==> src/rtl/ahnd_pkg.sv <==
`default_nettype none
package ahnd_pkg;

  // ----------------------------------------------------------------
  // Data area sizes in words
  // ----------------------------------------------------------------
  localparam logic [16:0] AHND_IR_WORDS = 17'h00100;
  localparam logic [16:0] AHND_SR_WORDS = 17'h00010;
  localparam logic [16:0] AHND_AR_WORDS = 17'h00020;
  localparam logic [16:0] AHND_DM_WORDS = 17'h00800;
  localparam logic [16:0] AHND_HR_WORDS = 17'h00064;
  localparam logic [16:0] AHND_TC_WORDS = 17'h00200;
  localparam logic [16:0] AHND_LR_WORDS = 17'h00040;

  // ----------------------------------------------------------------
  // Codes, limits and reset values
  // ----------------------------------------------------------------
  localparam logic [6:0] AHND_ASC_ZERO = 7'h30;
  localparam logic [6:0] AHND_ASC_NINE = 7'h39;
  localparam logic [6:0] AHND_ASC_UPPER_A = 7'h41;
  localparam logic [6:0] AHND_ASC_UPPER_F = 7'h46;
  localparam logic [3:0] AHND_LETTER_BIAS = 4'h9;
  localparam logic [3:0] AHND_DSG_MAX = 4'h3;
  localparam logic [3:0] AHND_BCD_MAX = 4'h9;
  localparam logic [15:0] AHND_ONEHOT_BASE = 16'h0001;
  localparam logic [63:0] AHND_WORDS_RESET = 64'h0000_0000_0000_0000;
  localparam logic AHND_ERR_RESET = 1'b0;

  // ----------------------------------------------------------------
  // Types
  // ----------------------------------------------------------------
  typedef enum logic [2:0] {
    AHND_AREA_IR = 3'b000,
    AHND_AREA_SR = 3'b001,
    AHND_AREA_AR = 3'b010,
    AHND_AREA_DM = 3'b011,
    AHND_AREA_HR = 3'b100,
    AHND_AREA_TC = 3'b101,
    AHND_AREA_LR = 3'b110,
    AHND_AREA_NONE = 3'b111
  } ahnd_area_t;

  typedef enum logic [1:0] {
    AHND_PAR_NONE = 2'b00,
    AHND_PAR_EVEN = 2'b01,
    AHND_PAR_ODD = 2'b10
  } ahnd_parity_t;

  typedef enum logic {
    AHND_OP_HEX = 1'b0,
    AHND_OP_DECODE = 1'b1
  } ahnd_op_t;

  typedef struct packed {
    ahnd_area_t area;
    logic indirect;
    logic [15:0] addr;
  } ahnd_operand_t;

  typedef struct packed {
    ahnd_op_t op;
    logic exec;
    ahnd_operand_t src;
    ahnd_operand_t dst;
    logic [47:0] src_words;
    logic [15:0] dst_word;
    logic [15:0] digit_selector;
    logic [1:0] parity;
    logic first_code;
    logic [1:0] code_count;
    logic [1:0] dst_digit;
  } ahnd_req_t;

  typedef struct packed {
    logic [3:0] wr_en;
    logic [63:0] words;
  } ahnd_rsp_t;

  function automatic logic [16:0] ahnd_area_words(ahnd_area_t a);
    logic [16:0] n;
    unique case (a)
      AHND_AREA_IR: n = AHND_IR_WORDS;
      AHND_AREA_SR: n = AHND_SR_WORDS;
      AHND_AREA_AR: n = AHND_AR_WORDS;
      AHND_AREA_DM: n = AHND_DM_WORDS;
      AHND_AREA_HR: n = AHND_HR_WORDS;
      AHND_AREA_TC: n = AHND_TC_WORDS;
      AHND_AREA_LR: n = AHND_LR_WORDS;
      AHND_AREA_NONE: n = 17'h00000;
    endcase
    return n;
  endfunction

endpackage
`default_nettype wire

==> src/rtl/ahnd_decoder.sv <==
`timescale 1ns/1ps
`default_nettype none

// Operation
// RULE_01 - With no parity, every selected source character must have its top bit clear.
// RULE_02 - With even parity, a character is valid only with an even count of ones.
// RULE_03 - With odd parity, a character is valid only with an odd count of ones.
// RULE_04 - Only the lower seven bits of a character give its converted value.
// RULE_05 - A parity mismatch raises the error flag and leaves the destination unchanged.
// RULE_06 - Error when the first source word and the next two lie in different areas.
// RULE_07 - Error when a selected character does not encode a hex digit 0 to F.
// RULE_08 - Error when an indirect data-memory pointer is not BCD or out of range.
// RULE_09 - With the execution condition false, the decoder does nothing.
// RULE_10 - Each selected source nibble is a bit index 0 to 15 set in its result.
// RULE_11 - Successive digits go to consecutive result words from the first one.
// RULE_12 - Only the two lowest selector digits are used, each from 0 to 3.
// RULE_13 - Lowest selector digit is the first digit, next digit is count minus one.
// RULE_14 - Digit selection past the top nibble wraps to nibble 0 of the source.
// RULE_15 - Error on an undefined selector or the last result word outside its area.
// RULE_16 - Source areas: all seven; result areas: internal, auxiliary, memory, holding, link.
// RULE_17 - Each written result word holds exactly one set bit at the decoded index.
module ahnd_decoder
  import ahnd_pkg::*;
(
  // Clock and reset
  input wire logic clock,
  input wire logic rst_n,
  input wire logic clk_en,
  // Instruction step
  input wire logic req_valid,
  input wire ahnd_req_t req,
  // Results
  output logic done,
  output logic instruction_error_flag,
  output ahnd_rsp_t rsp
);

  // ----------------------------------------------------------------
  // Operand address checks
  // ----------------------------------------------------------------
  function automatic logic ahnd_fits(ahnd_operand_t o, logic [1:0] span);
    logic bcd_ok;
    logic [15:0] eff;
    bcd_ok = (o.addr[15:12] <= AHND_BCD_MAX) && (o.addr[11:8] <= AHND_BCD_MAX)
          && (o.addr[7:4] <= AHND_BCD_MAX) && (o.addr[3:0] <= AHND_BCD_MAX);
    eff = 16'({12'h000, o.addr[15:12]} * 16'd1000 + {12'h000, o.addr[11:8]} * 16'd100
          + {12'h000, o.addr[7:4]} * 16'd10 + {12'h000, o.addr[3:0]});
    if (o.indirect) begin
      // Pointer must itself be BCD and land inside memory
      if (!bcd_ok || o.area != AHND_AREA_DM) begin  // [RULE_08]
        return 1'b0;
      end
    end else begin
      eff = o.addr;
    end
    return ({1'b0, eff} + {15'h0000, span}) < ahnd_area_words(o.area);  // [RULE_08]
  endfunction

  function automatic logic ahnd_dst_area_ok(ahnd_area_t a);
    return a == AHND_AREA_IR || a == AHND_AREA_AR || a == AHND_AREA_DM
        || a == AHND_AREA_HR || a == AHND_AREA_LR;
  endfunction

  // ----------------------------------------------------------------
  // Per-code and per-digit datapath
  // ----------------------------------------------------------------
  logic [7:0] code [4];
  logic [3:0] code_val [4];
  logic [3:0] code_sel;
  logic [3:0] code_par_bad;
  logic [3:0] code_hex_bad;
  logic [15:0] onehot [4];
  logic [3:0] dig_sel;

  genvar k;
  generate
    for (k = 0; k < 4; k++) begin : g_lane
      logic [2:0] code_idx;
      logic [1:0] dig_idx;
      logic [3:0] nib;
      assign code_idx = 3'({2'b00, req.first_code} + 3'(k));
      assign code[k] = 8'(req.src_words >> {code_idx, 3'b000});
      assign code_sel[k] = 2'(k) <= req.code_count;
      always_comb begin
        unique case (req.parity)
          AHND_PAR_NONE: code_par_bad[k] = code[k][7];  // [RULE_01]
          AHND_PAR_EVEN: code_par_bad[k] = ^code[k];  // [RULE_02]
          AHND_PAR_ODD: code_par_bad[k] = ~^code[k];  // [RULE_03]
          default: code_par_bad[k] = 1'b1;
        endcase
      end
      // Parity bit is dropped before the digit lookup
      assign code_hex_bad[k] = !((code[k][6:0] >= AHND_ASC_ZERO && code[k][6:0] <= AHND_ASC_NINE)
        || (code[k][6:0] >= AHND_ASC_UPPER_A && code[k][6:0] <= AHND_ASC_UPPER_F));  // [RULE_07]
      assign code_val[k] = (code[k][6:0] <= AHND_ASC_NINE) ? code[k][3:0]
                         : 4'(code[k][3:0] + AHND_LETTER_BIAS);  // [RULE_04]
      // Two-bit index wraps past the top nibble on its own
      assign dig_idx = 2'(req.digit_selector[1:0] + 2'(k));  // [RULE_13] [RULE_14]
      assign nib = 4'(req.src_words[15:0] >> {dig_idx, 2'b00});
      assign onehot[k] = AHND_ONEHOT_BASE << nib;  // [RULE_10] [RULE_17]
      assign dig_sel[k] = 2'(k) <= req.digit_selector[5:4];  // [RULE_11] [RULE_13]
    end
  endgenerate

  // ----------------------------------------------------------------
  // Error decisions and results
  // ----------------------------------------------------------------
  logic hex_err;
  logic dec_err;
  logic dsg_bad;
  logic [15:0] hex_word;
  logic [63:0] dec_words;

  assign dsg_bad = req.digit_selector[3:0] > AHND_DSG_MAX
                || req.digit_selector[7:4] > AHND_DSG_MAX;  // [RULE_12] [RULE_15]

  assign hex_err = !ahnd_fits(req.src, 2'd2)  // [RULE_06]
                || req.src.area == AHND_AREA_NONE
                || !ahnd_fits(req.dst, 2'd0) || !ahnd_dst_area_ok(req.dst.area)
                || |(code_sel & code_par_bad)  // [RULE_05]
                || |(code_sel & code_hex_bad);  // [RULE_07]

  assign dec_err = dsg_bad
                || req.src.area == AHND_AREA_NONE || !ahnd_fits(req.src, 2'd0)  // [RULE_16]
                || !ahnd_dst_area_ok(req.dst.area)  // [RULE_16]
                || !ahnd_fits(req.dst, req.digit_selector[5:4]);  // [RULE_15]

  always_comb begin
    logic [1:0] pos;
    hex_word = req.dst_word;
    pos = 2'b00;
    for (int i = 0; i < 4; i++) begin
      pos = 2'(req.dst_digit + 2'(i));
      if (code_sel[i]) begin
        hex_word = (hex_word & ~(16'h000f << {pos, 2'b00}))
                 | ({12'h000, code_val[i]} << {pos, 2'b00});
      end
    end
  end

  assign dec_words = {onehot[3], onehot[2], onehot[1], onehot[0]};  // [RULE_11]

  // ----------------------------------------------------------------
  // Result registers
  // ----------------------------------------------------------------
  ahnd_rsp_t next_rsp;
  logic next_done;
  logic next_err;

  always_comb begin
    next_rsp = rsp;
    next_rsp.wr_en = 4'h0;
    next_done = 1'b0;
    next_err = instruction_error_flag;
    if (req_valid) begin
      next_done = 1'b1;
      // False condition leaves flag and words untouched
      if (req.exec) begin  // [RULE_09]
        if (req.op == AHND_OP_HEX) begin
          next_err = hex_err;  // [RULE_05]
          if (!hex_err) begin
            next_rsp.wr_en = 4'h1;
            next_rsp.words = {48'h0000_0000_0000, hex_word};
          end
        end else begin
          next_err = dec_err;  // [RULE_15]
          if (!dec_err) begin
            next_rsp.wr_en = dig_sel;  // [RULE_11]
            next_rsp.words = dec_words;  // [RULE_17]
          end
        end
      end
    end
  end

  always_ff @(posedge clock or negedge rst_n) begin
    if (!rst_n) begin
      rsp <= '{wr_en: 4'h0, words: AHND_WORDS_RESET};
      done <= 1'b0;
      instruction_error_flag <= AHND_ERR_RESET;
    end else if (clk_en) begin
      rsp <= next_rsp;
      done <= next_done;
      instruction_error_flag <= next_err;
    end
  end

  // ----------------------------------------------------------------
  // Checks
  // ----------------------------------------------------------------
  logic fire;
  logic [3:0] exp_nib;
  assign fire = clk_en && req_valid && req.exec;
  assign exp_nib = (req.src_words[6:0] <= AHND_ASC_NINE) ? req.src_words[3:0]
                 : 4'(req.src_words[3:0] + AHND_LETTER_BIAS);
endmodule // ahnd_decoder
`default_nettype wire

==> config.mk <==
export PLATFORM = sky130hd
export DESIGN_NAME = ahnd_decoder
export DESIGN_NICKNAME = d
export VERILOG_FILES = /design/src/rtl/ahnd_pkg.sv /design/src/rtl/ahnd_decoder.sv
export SDC_FILE = /design/constraint.sdc
export NUM_CORES = 1
export LEC_CHECK = 0
export ABC_AREA = 1
export ABC_CLOCK_PERIOD_IN_PS = 1000
export BUFFER_PORTS_ARGS = -buffer_cell sky130_fd_sc_hd__buf_2
export CELL_PAD_IN_SITES_DETAIL_PLACEMENT = 2
export CELL_PAD_IN_SITES_GLOBAL_PLACEMENT = 2
export CORE_AREA = 2 2 206 208
export CTS_CLUSTER_SIZE = 14
export DETAILED_ROUTE_END_ITERATION = 6
export DIE_AREA = 0 0 208 210
export GPL_TIMING_DRIVEN = 0
export HOLD_SLACK_MARGIN = 0.15
export PLACE_DENSITY = 0.86
export RECOVER_POWER = 50
export SLEW_MARGIN = 5
export SYNTH_ARGS = -nofsm -noshare
export SYNTH_HDL_FRONTEND = slang
export SYNTH_SLANG_ARGS = --single-unit
export TNS_END_PERCENT = 100
==> constraint.sdc <==
create_clock -name clock -period 1 [get_ports clock]
set_clock_uncertainty 0.2 [all_clocks]
set_input_delay 0.2 -clock clock [delete_from_list [all_inputs] [get_ports clock]]
set_output_delay 0.2 -clock clock [all_outputs]
set_load 0.03 [all_outputs]
Word-level counts from Yosys, hierarchy flattened
Memory sizes are Yosys's and may differ from the RTL's.
Cells that the tools add are included.
{ "op_classes": {"reduce_logical": 59, "mul": 6, "n_bitwise": 14, "shifts": 20, "n_eq_ne": 11, "add_sub_neg": 21, "order_cmp": 38, "mux": 37} }
{ "ops": {"columns": ["operator", "n"], "rows": [
  ["68-bit 2-to-1 mux", 4],
  ["16-bit 2-to-1 mux", 6],
  ["48-bit by 6-bit right shift with 8-bit output", 2],
  ["17-bit 2-to-1 mux", 4],
  ["65-bit 2-to-1 mux", 1],
  ["16-bit AND", 4],
  ["16-bit NOT", 4],
  ["16-bit OR", 4],
  ["1-bit by 4-bit << shifter with 16-bit output (first input constant)", 4],
  ["4-bit by 4-bit << shifter with 16-bit output", 4],
  ["4-bit by 4-bit << shifter with 16-bit output (first input constant)", 4],
  ["16-bit by 4-bit right shift with 4-bit output", 4],
  ["48-bit by 4-bit right shift with 8-bit output", 1],
  ["48-bit by 5-bit right shift with 8-bit output", 1],
  ["16-bit by 17-bit < comparator with 1-bit output", 2],
  ["17-bit < comparator", 2],
  ["15-bit by 8-bit adder with 16-bit output", 2],
  ["16-bit by 4-bit adder with 16-bit output", 2],
  ["4-bit less-or-equal comparator (second input constant)", 8],
  ["8-bit XNOR reduction", 4],
  ["8-bit XOR reduction", 4],
  ["14-bit by 11-bit adder with 15-bit output", 2],
  ["7-bit by 6-bit >= comparator with 1-bit output (second input constant)", 4],
  ["7-bit >= comparator (second input constant)", 4],
  ["other kinds (33)", 125]
]} }
{ "totals": {"romBits": 224, "inputBits": 133, "out_inout_bits": 70, "ff_bits": 70, "mem_count": 4, "elab_cells": 214} }
{ "memory_table": {"columns": ["memory", "words", "width", "rd", "rd_clocked_by_memory_dff", "wr", "line_no", "rtl"], "rows": [
  ["(no name shown)", 8, 7, 1, 0, 0, "ahnd_pkg.sv:81", "unique case (a)"],
  ["(no name shown)", 8, 7, 1, 0, 0, "ahnd_pkg.sv:81", null],
  ["(no name shown)", 8, 7, 1, 0, 0, "ahnd_pkg.sv:81", null],
  ["(no name shown)", 8, 7, 1, 0, 0, "ahnd_pkg.sv:81", null]
]} }

Depth between registers and ports, before layout
{ "depth": {"word_depth": 21, "mapped_depth": 39, "ltp_nobuf": 38} }

Worst setup path before layout
OpenSTA, ideal clock, no wires.
{ "synth_timing": {"kind": "input to register", "startpoint": "input port req[120] (netlist name)", "endpoint": "register rsp[25] (netlist name)", "slack_ps": -5041, "n_path_buf": 2, "stages": 39, "arrival_ps": 5724, "setup_time_ps": 118, "cell_sequence": "fa_1 > inv_1 > fa_1 > inv_1 > ha_1 > a21oi_1 > nand2_1 > xor2_1 > ha_1 > ha_1 > ha_1 > nand2_1 > inv_1 > a21oi_1 > nand2_1 > nand2_1 > nand3_1 > nand2_1 > (+3 left out) > inv_1 > ha_1 > nor3_1 > nand4_1 > a21oi_1 > nand3_1 > nor2_1 > nand2_1 > nor2_1 > nand4_1 > nor2_1 > nand3_2 > nand2_2 > nand2_2 > buf_6 > buf_6 > nand2_1 > nand2_1"} }
{ "synth_between": {"elab_chain_cells": 17} }
{ "synth_rtl": {"columns": ["item", "line_no", "rtl"], "rows": [
  ["start: declaration", "ahnd_decoder.sv:31", "input wire ahnd_req_t req,"],
  ["branches (longest 16 deep; another with 16-bit by 2-bit adder with 17-bit output)", null, null],
  ["5-bit AND reduction (no source line) (*)", null, null],
  ["end signal: assignment", "ahnd_decoder.sv:178", "rsp <= '{wr_en: 4'h0, words: AHND_WORDS_RESET};"],
  ["end signal: assignment", "ahnd_decoder.sv:182", "rsp <= next_rsp;"],
  ["end: declaration", "ahnd_decoder.sv:35", "output ahnd_rsp_t rsp"]
]} }
Every way passes the cells marked *.
A chain may end at the register's enable or synchronous reset.

Worst setup path after layout
{ "layout_timing": {"startpoint": "input port req[122] (netlist name)", "endpoint": "register rsp[38] (netlist name)"} }
Same word-level chain as after synthesis.

==> impl_metrics.env <==
export IMPL_status="complete, but fails checks"
export IMPL_failed_checks="DRC, hold timing, setup timing"
export IMPL_tightestPinTransition_ns=1.022
export IMPL_clock_sink_count=70
export IMPL_finalNonFillerCells=2962
export IMPL_via_per_inst=5.261
export IMPL_vdd_ir_drop_max_uv=720.1
export IMPL_swShare=0.5408
export IMPL_dieWidth_microns=208
export IMPL_stdcell_area_sq_um=16540
export IMPL_period_minus_slack_ns=6.624
export IMPL_groute_usage_overall=0.2852
export IMPL_clk_pin_slew_ns=0.08
export IMPL_hold_viol=4
export IMPL_drv_slew=0
export IMPL_p_seq_frac=0.101
export IMPL_area_growth_pct=30.48
export IMPL_grt_max_degree=71
export IMPL_syn_nets=2479
export IMPL_cp_top_family="simple AND/OR/NAND/NOR gates"
export IMPL_timing_worst_setup_path_type="in -> reg"
export IMPL_chipHeight_microns=210
export IMPL_drt_pre_antenna_iters=7
export IMPL_placed_cells_incl_taps=2868
export IMPL_hp_class="in -> reg"
export IMPL_pwr_density_cell_nw_per_um2=1704
export IMPL_worstSetupStartpoint="req[122]"
export IMPL_drc=8
export IMPL_synth_edf_count=0
export IMPL_ctsHoldBuffers=1
export IMPL_power_w=0.02817
export IMPL_p_switching_w=0.01524
export IMPL_fin_ws_ns=-5.624
export IMPL_layout_common_cells="774 x nand2_1, 275 x inv_1, 201 x nor2_1"
export IMPL_crit_fanout=10
export IMPL_wirelength_microns=66020
export IMPL_io_buffers=185
export IMPL_gp_congestion=0.8981
export IMPL_syn_cell_area_sq_um=12670
export IMPL_ys_seq_area_frac=0.1382
export IMPL_ys_async_sr_fraction=1.000
export IMPL_synth_flop_cell="dfrtp_1"
export IMPL_final_common_cell="nand2_1"
export IMPL_grt_pass1_vias=17770
export IMPL_path_buf_inv=7
export IMPL_clockRootBuffer="clkbuf_16"
export IMPL_numCtsBuffers=9
export IMPL_wl_per_cell_microns=22.29
export IMPL_yosysWarnings=0
export IMPL_maxCapViolCount=0
export IMPL_clkLatencyLatePin_ns=0.36
export IMPL_h_tree_depth=3
export IMPL_hpwl_microns=43720
export IMPL_worst_hold_slack_ns=-0.08718
export IMPL_power_share_combinational=0.772
export IMPL_antenna_found_initial=4
export IMPL_io_pins=203
export IMPL_synthCells=2143
export IMPL_initial_core_util=0.3056
export IMPL_die_area_sq_um=43680
export IMPL_setup_viol=142
export IMPL_route_vias_total=15580
export IMPL_nets=2751
export IMPL_placement_rows=75
export IMPL_worst_r2r_setup_slack_ns=-0.10
export IMPL_crit_path_max_incr_delay_ns=0.51
export IMPL_postRouteAntennaNets=0
export IMPL_drive_above_1_share=0.2058
export IMPL_max_clock_freq_mhz=151.0
export IMPL_grt_pass1_wl_microns=100000
export IMPL_place_area_sq_um=14670
export IMPL_p_leak_nw=9.064
export IMPL_synth_lib_cells_used_distinct=40
export IMPL_crit_required_ns=1.02
export IMPL_timing_final_crit_share=6.624
export IMPL_rsz0062_at_grt="true"
export IMPL_cp_start_kind="input port"
export IMPL_drt_iter0_markers=722
export IMPL_cts_buffer_depth=2
export IMPL_endpoint_kind="flop"
export IMPL_crit_slowest_cell="fa_1"
export IMPL_clkPwrFrac=0.127
export IMPL_overflow=0
export IMPL_ys_ff_latch=70
export IMPL_cts_tree="done"
export IMPL_syn_avg_cell_area_sq_um=5.914
export IMPL_relSlewSlack=0.3114
export IMPL_worstReg2RegStart="rsp[9]$_DFFE_PN0P_"
export IMPL_dp_slack_ns=-6.185
export IMPL_hold_start="req_valid"
export IMPL_coreArea_sq_um=41480
export IMPL_arrival_ns=6.65
export IMPL_internal_power_w=0.01294
[registers in the layout (all words and copies together) (netlist names)]
name,flops
done,1
rsp,68
instruction_error_flag,1
[worst reg2reg max path: stages, from the launching register on]
cell and delay, ns:
dfrtp_1 0.43, buf_4 0.16, nand2_1 0.07, nand2_1 0.11
[routing by layer]
| metal | track usage | share of wire |
|---|---|---|
| met5 | 0 | 0.00017 |
| met3 | 0.02265 | 0.027 |
| met2 | 0.5410 | 0.51 |
| met1 | 0.3333 | 0.41 |
| met4 | 0.1054 | 0.047 |
[timing repair]
item / CTS / global route
gates cloned: 2 / 0
pin swaps: 48 / 29
setup endpoints to repair: 139 / 189
buffers inserted: 63 / 9
resized for setup: 222 / 71
endpoints found under the hold margin: 75 / 75
[cell families after synthesis]
family | synth area share
AOI/OAI and AO/OA | 0.06506
xor gates and xnor gates | 0.03248
adders and majority gates | 0.2206
buffers and inverters | 0.1099
DFF | 0.1382
muxes | 0.001678
and+or+nand+nor | 0.4321
[per-stage QoR]
stage / util / setup TNS (ns)
2_1_floorplan: - / -311.84
3_3_place_gp: 0.3529 / -457.36
3_5_place_dp: 0.3536 / -416.94
4_1_cts: 0.3914 / -378.42
5_1_grt: 0.3987 / -421.14
6_report: 0.3987 / -402.42
[synth_stat cells, types with 5 or more instances]
| cell | count | area share |
|---|---|---|
| buf_2 | 15 | 0.0059 |
| nor3_1 | 5 | 0.0020 |
| buf_6 | 8 | 0.0071 |
| inv_1 | 285 | 0.084 |
| nand2_1 | 836 | 0.25 |
| and3_1 | 5 | 0.0025 |
| clkbuf_1 | 18 | 0.0053 |
| o21ai_2 | 8 | 0.0055 |
| buf_4 | 6 | 0.0036 |
| a21oi_1 | 34 | 0.013 |
| a31oi_1 | 6 | 0.0030 |
| or2_2 | 5 | 0.0025 |
| nand4_1 | 43 | 0.021 |
| nand3b_1 | 7 | 0.0041 |
| o21ai_1 | 18 | 0.0071 |
| nand3_1 | 193 | 0.076 |
| o21ai_0 | 72 | 0.028 |
| fa_1 | 34 | 0.054 |
| nor2_4 | 5 | 0.0044 |
| ha_1 | 169 | 0.17 |
| nand2_2 | 9 | 0.0044 |
| xnor2_1 | 24 | 0.017 |
| dfrtp_1 | 70 | 0.14 |
| inv_2 | 6 | 0.0018 |
| xor2_1 | 23 | 0.016 |
| nor2_1 | 212 | 0.063 |
[layout make-up]
cell class | instances | area, sq um
Inverter | 293 | 1102
Clock inverter | 7 | 80.08
Clock buffer | 9 | 225.2
Multi-Input combinational cell | 1729 | 10320
Sequential cell | 70 | 1754
Fill cell | 5103 | 24940
Antenna cell | 3 | 7.507
Buffer | 51 | 366.6
Timing Repair Buffer | 261 | 2007
Tap cell | 539 | 674.4
[worst paths after layout]
path                                            end  cells after the start
worst max-delay path            rsp[38]$_DFFE_PN0P_                     37
worst min-delay path               done$_DFFE_PN0P_                      2
worst max register to register   rsp[9]$_DFFE_PN0P_                      3
worst min register to register  rsp[49]$_DFFE_PN0P_                      2
max in group asynchronous       rsp[33]$_DFFE_PN0P_                      3
min in group asynchronous       rsp[47]$_DFFE_PN0P_                      3
[power groups by stage]
stage	Clock, W	Combinational (W)	Sequential [W]
floorplan	0	0.0126	0.00290
global placement	0	0.0160	0.00289
detailed placement	0	0.0175	0.00289
CTS	0.00339	0.0191	0.00284
global route	0.00364	0.0237	0.00284
finish	0.00357	0.0218	0.00284
Note: power is estimated with default switching activity, not from simulation.
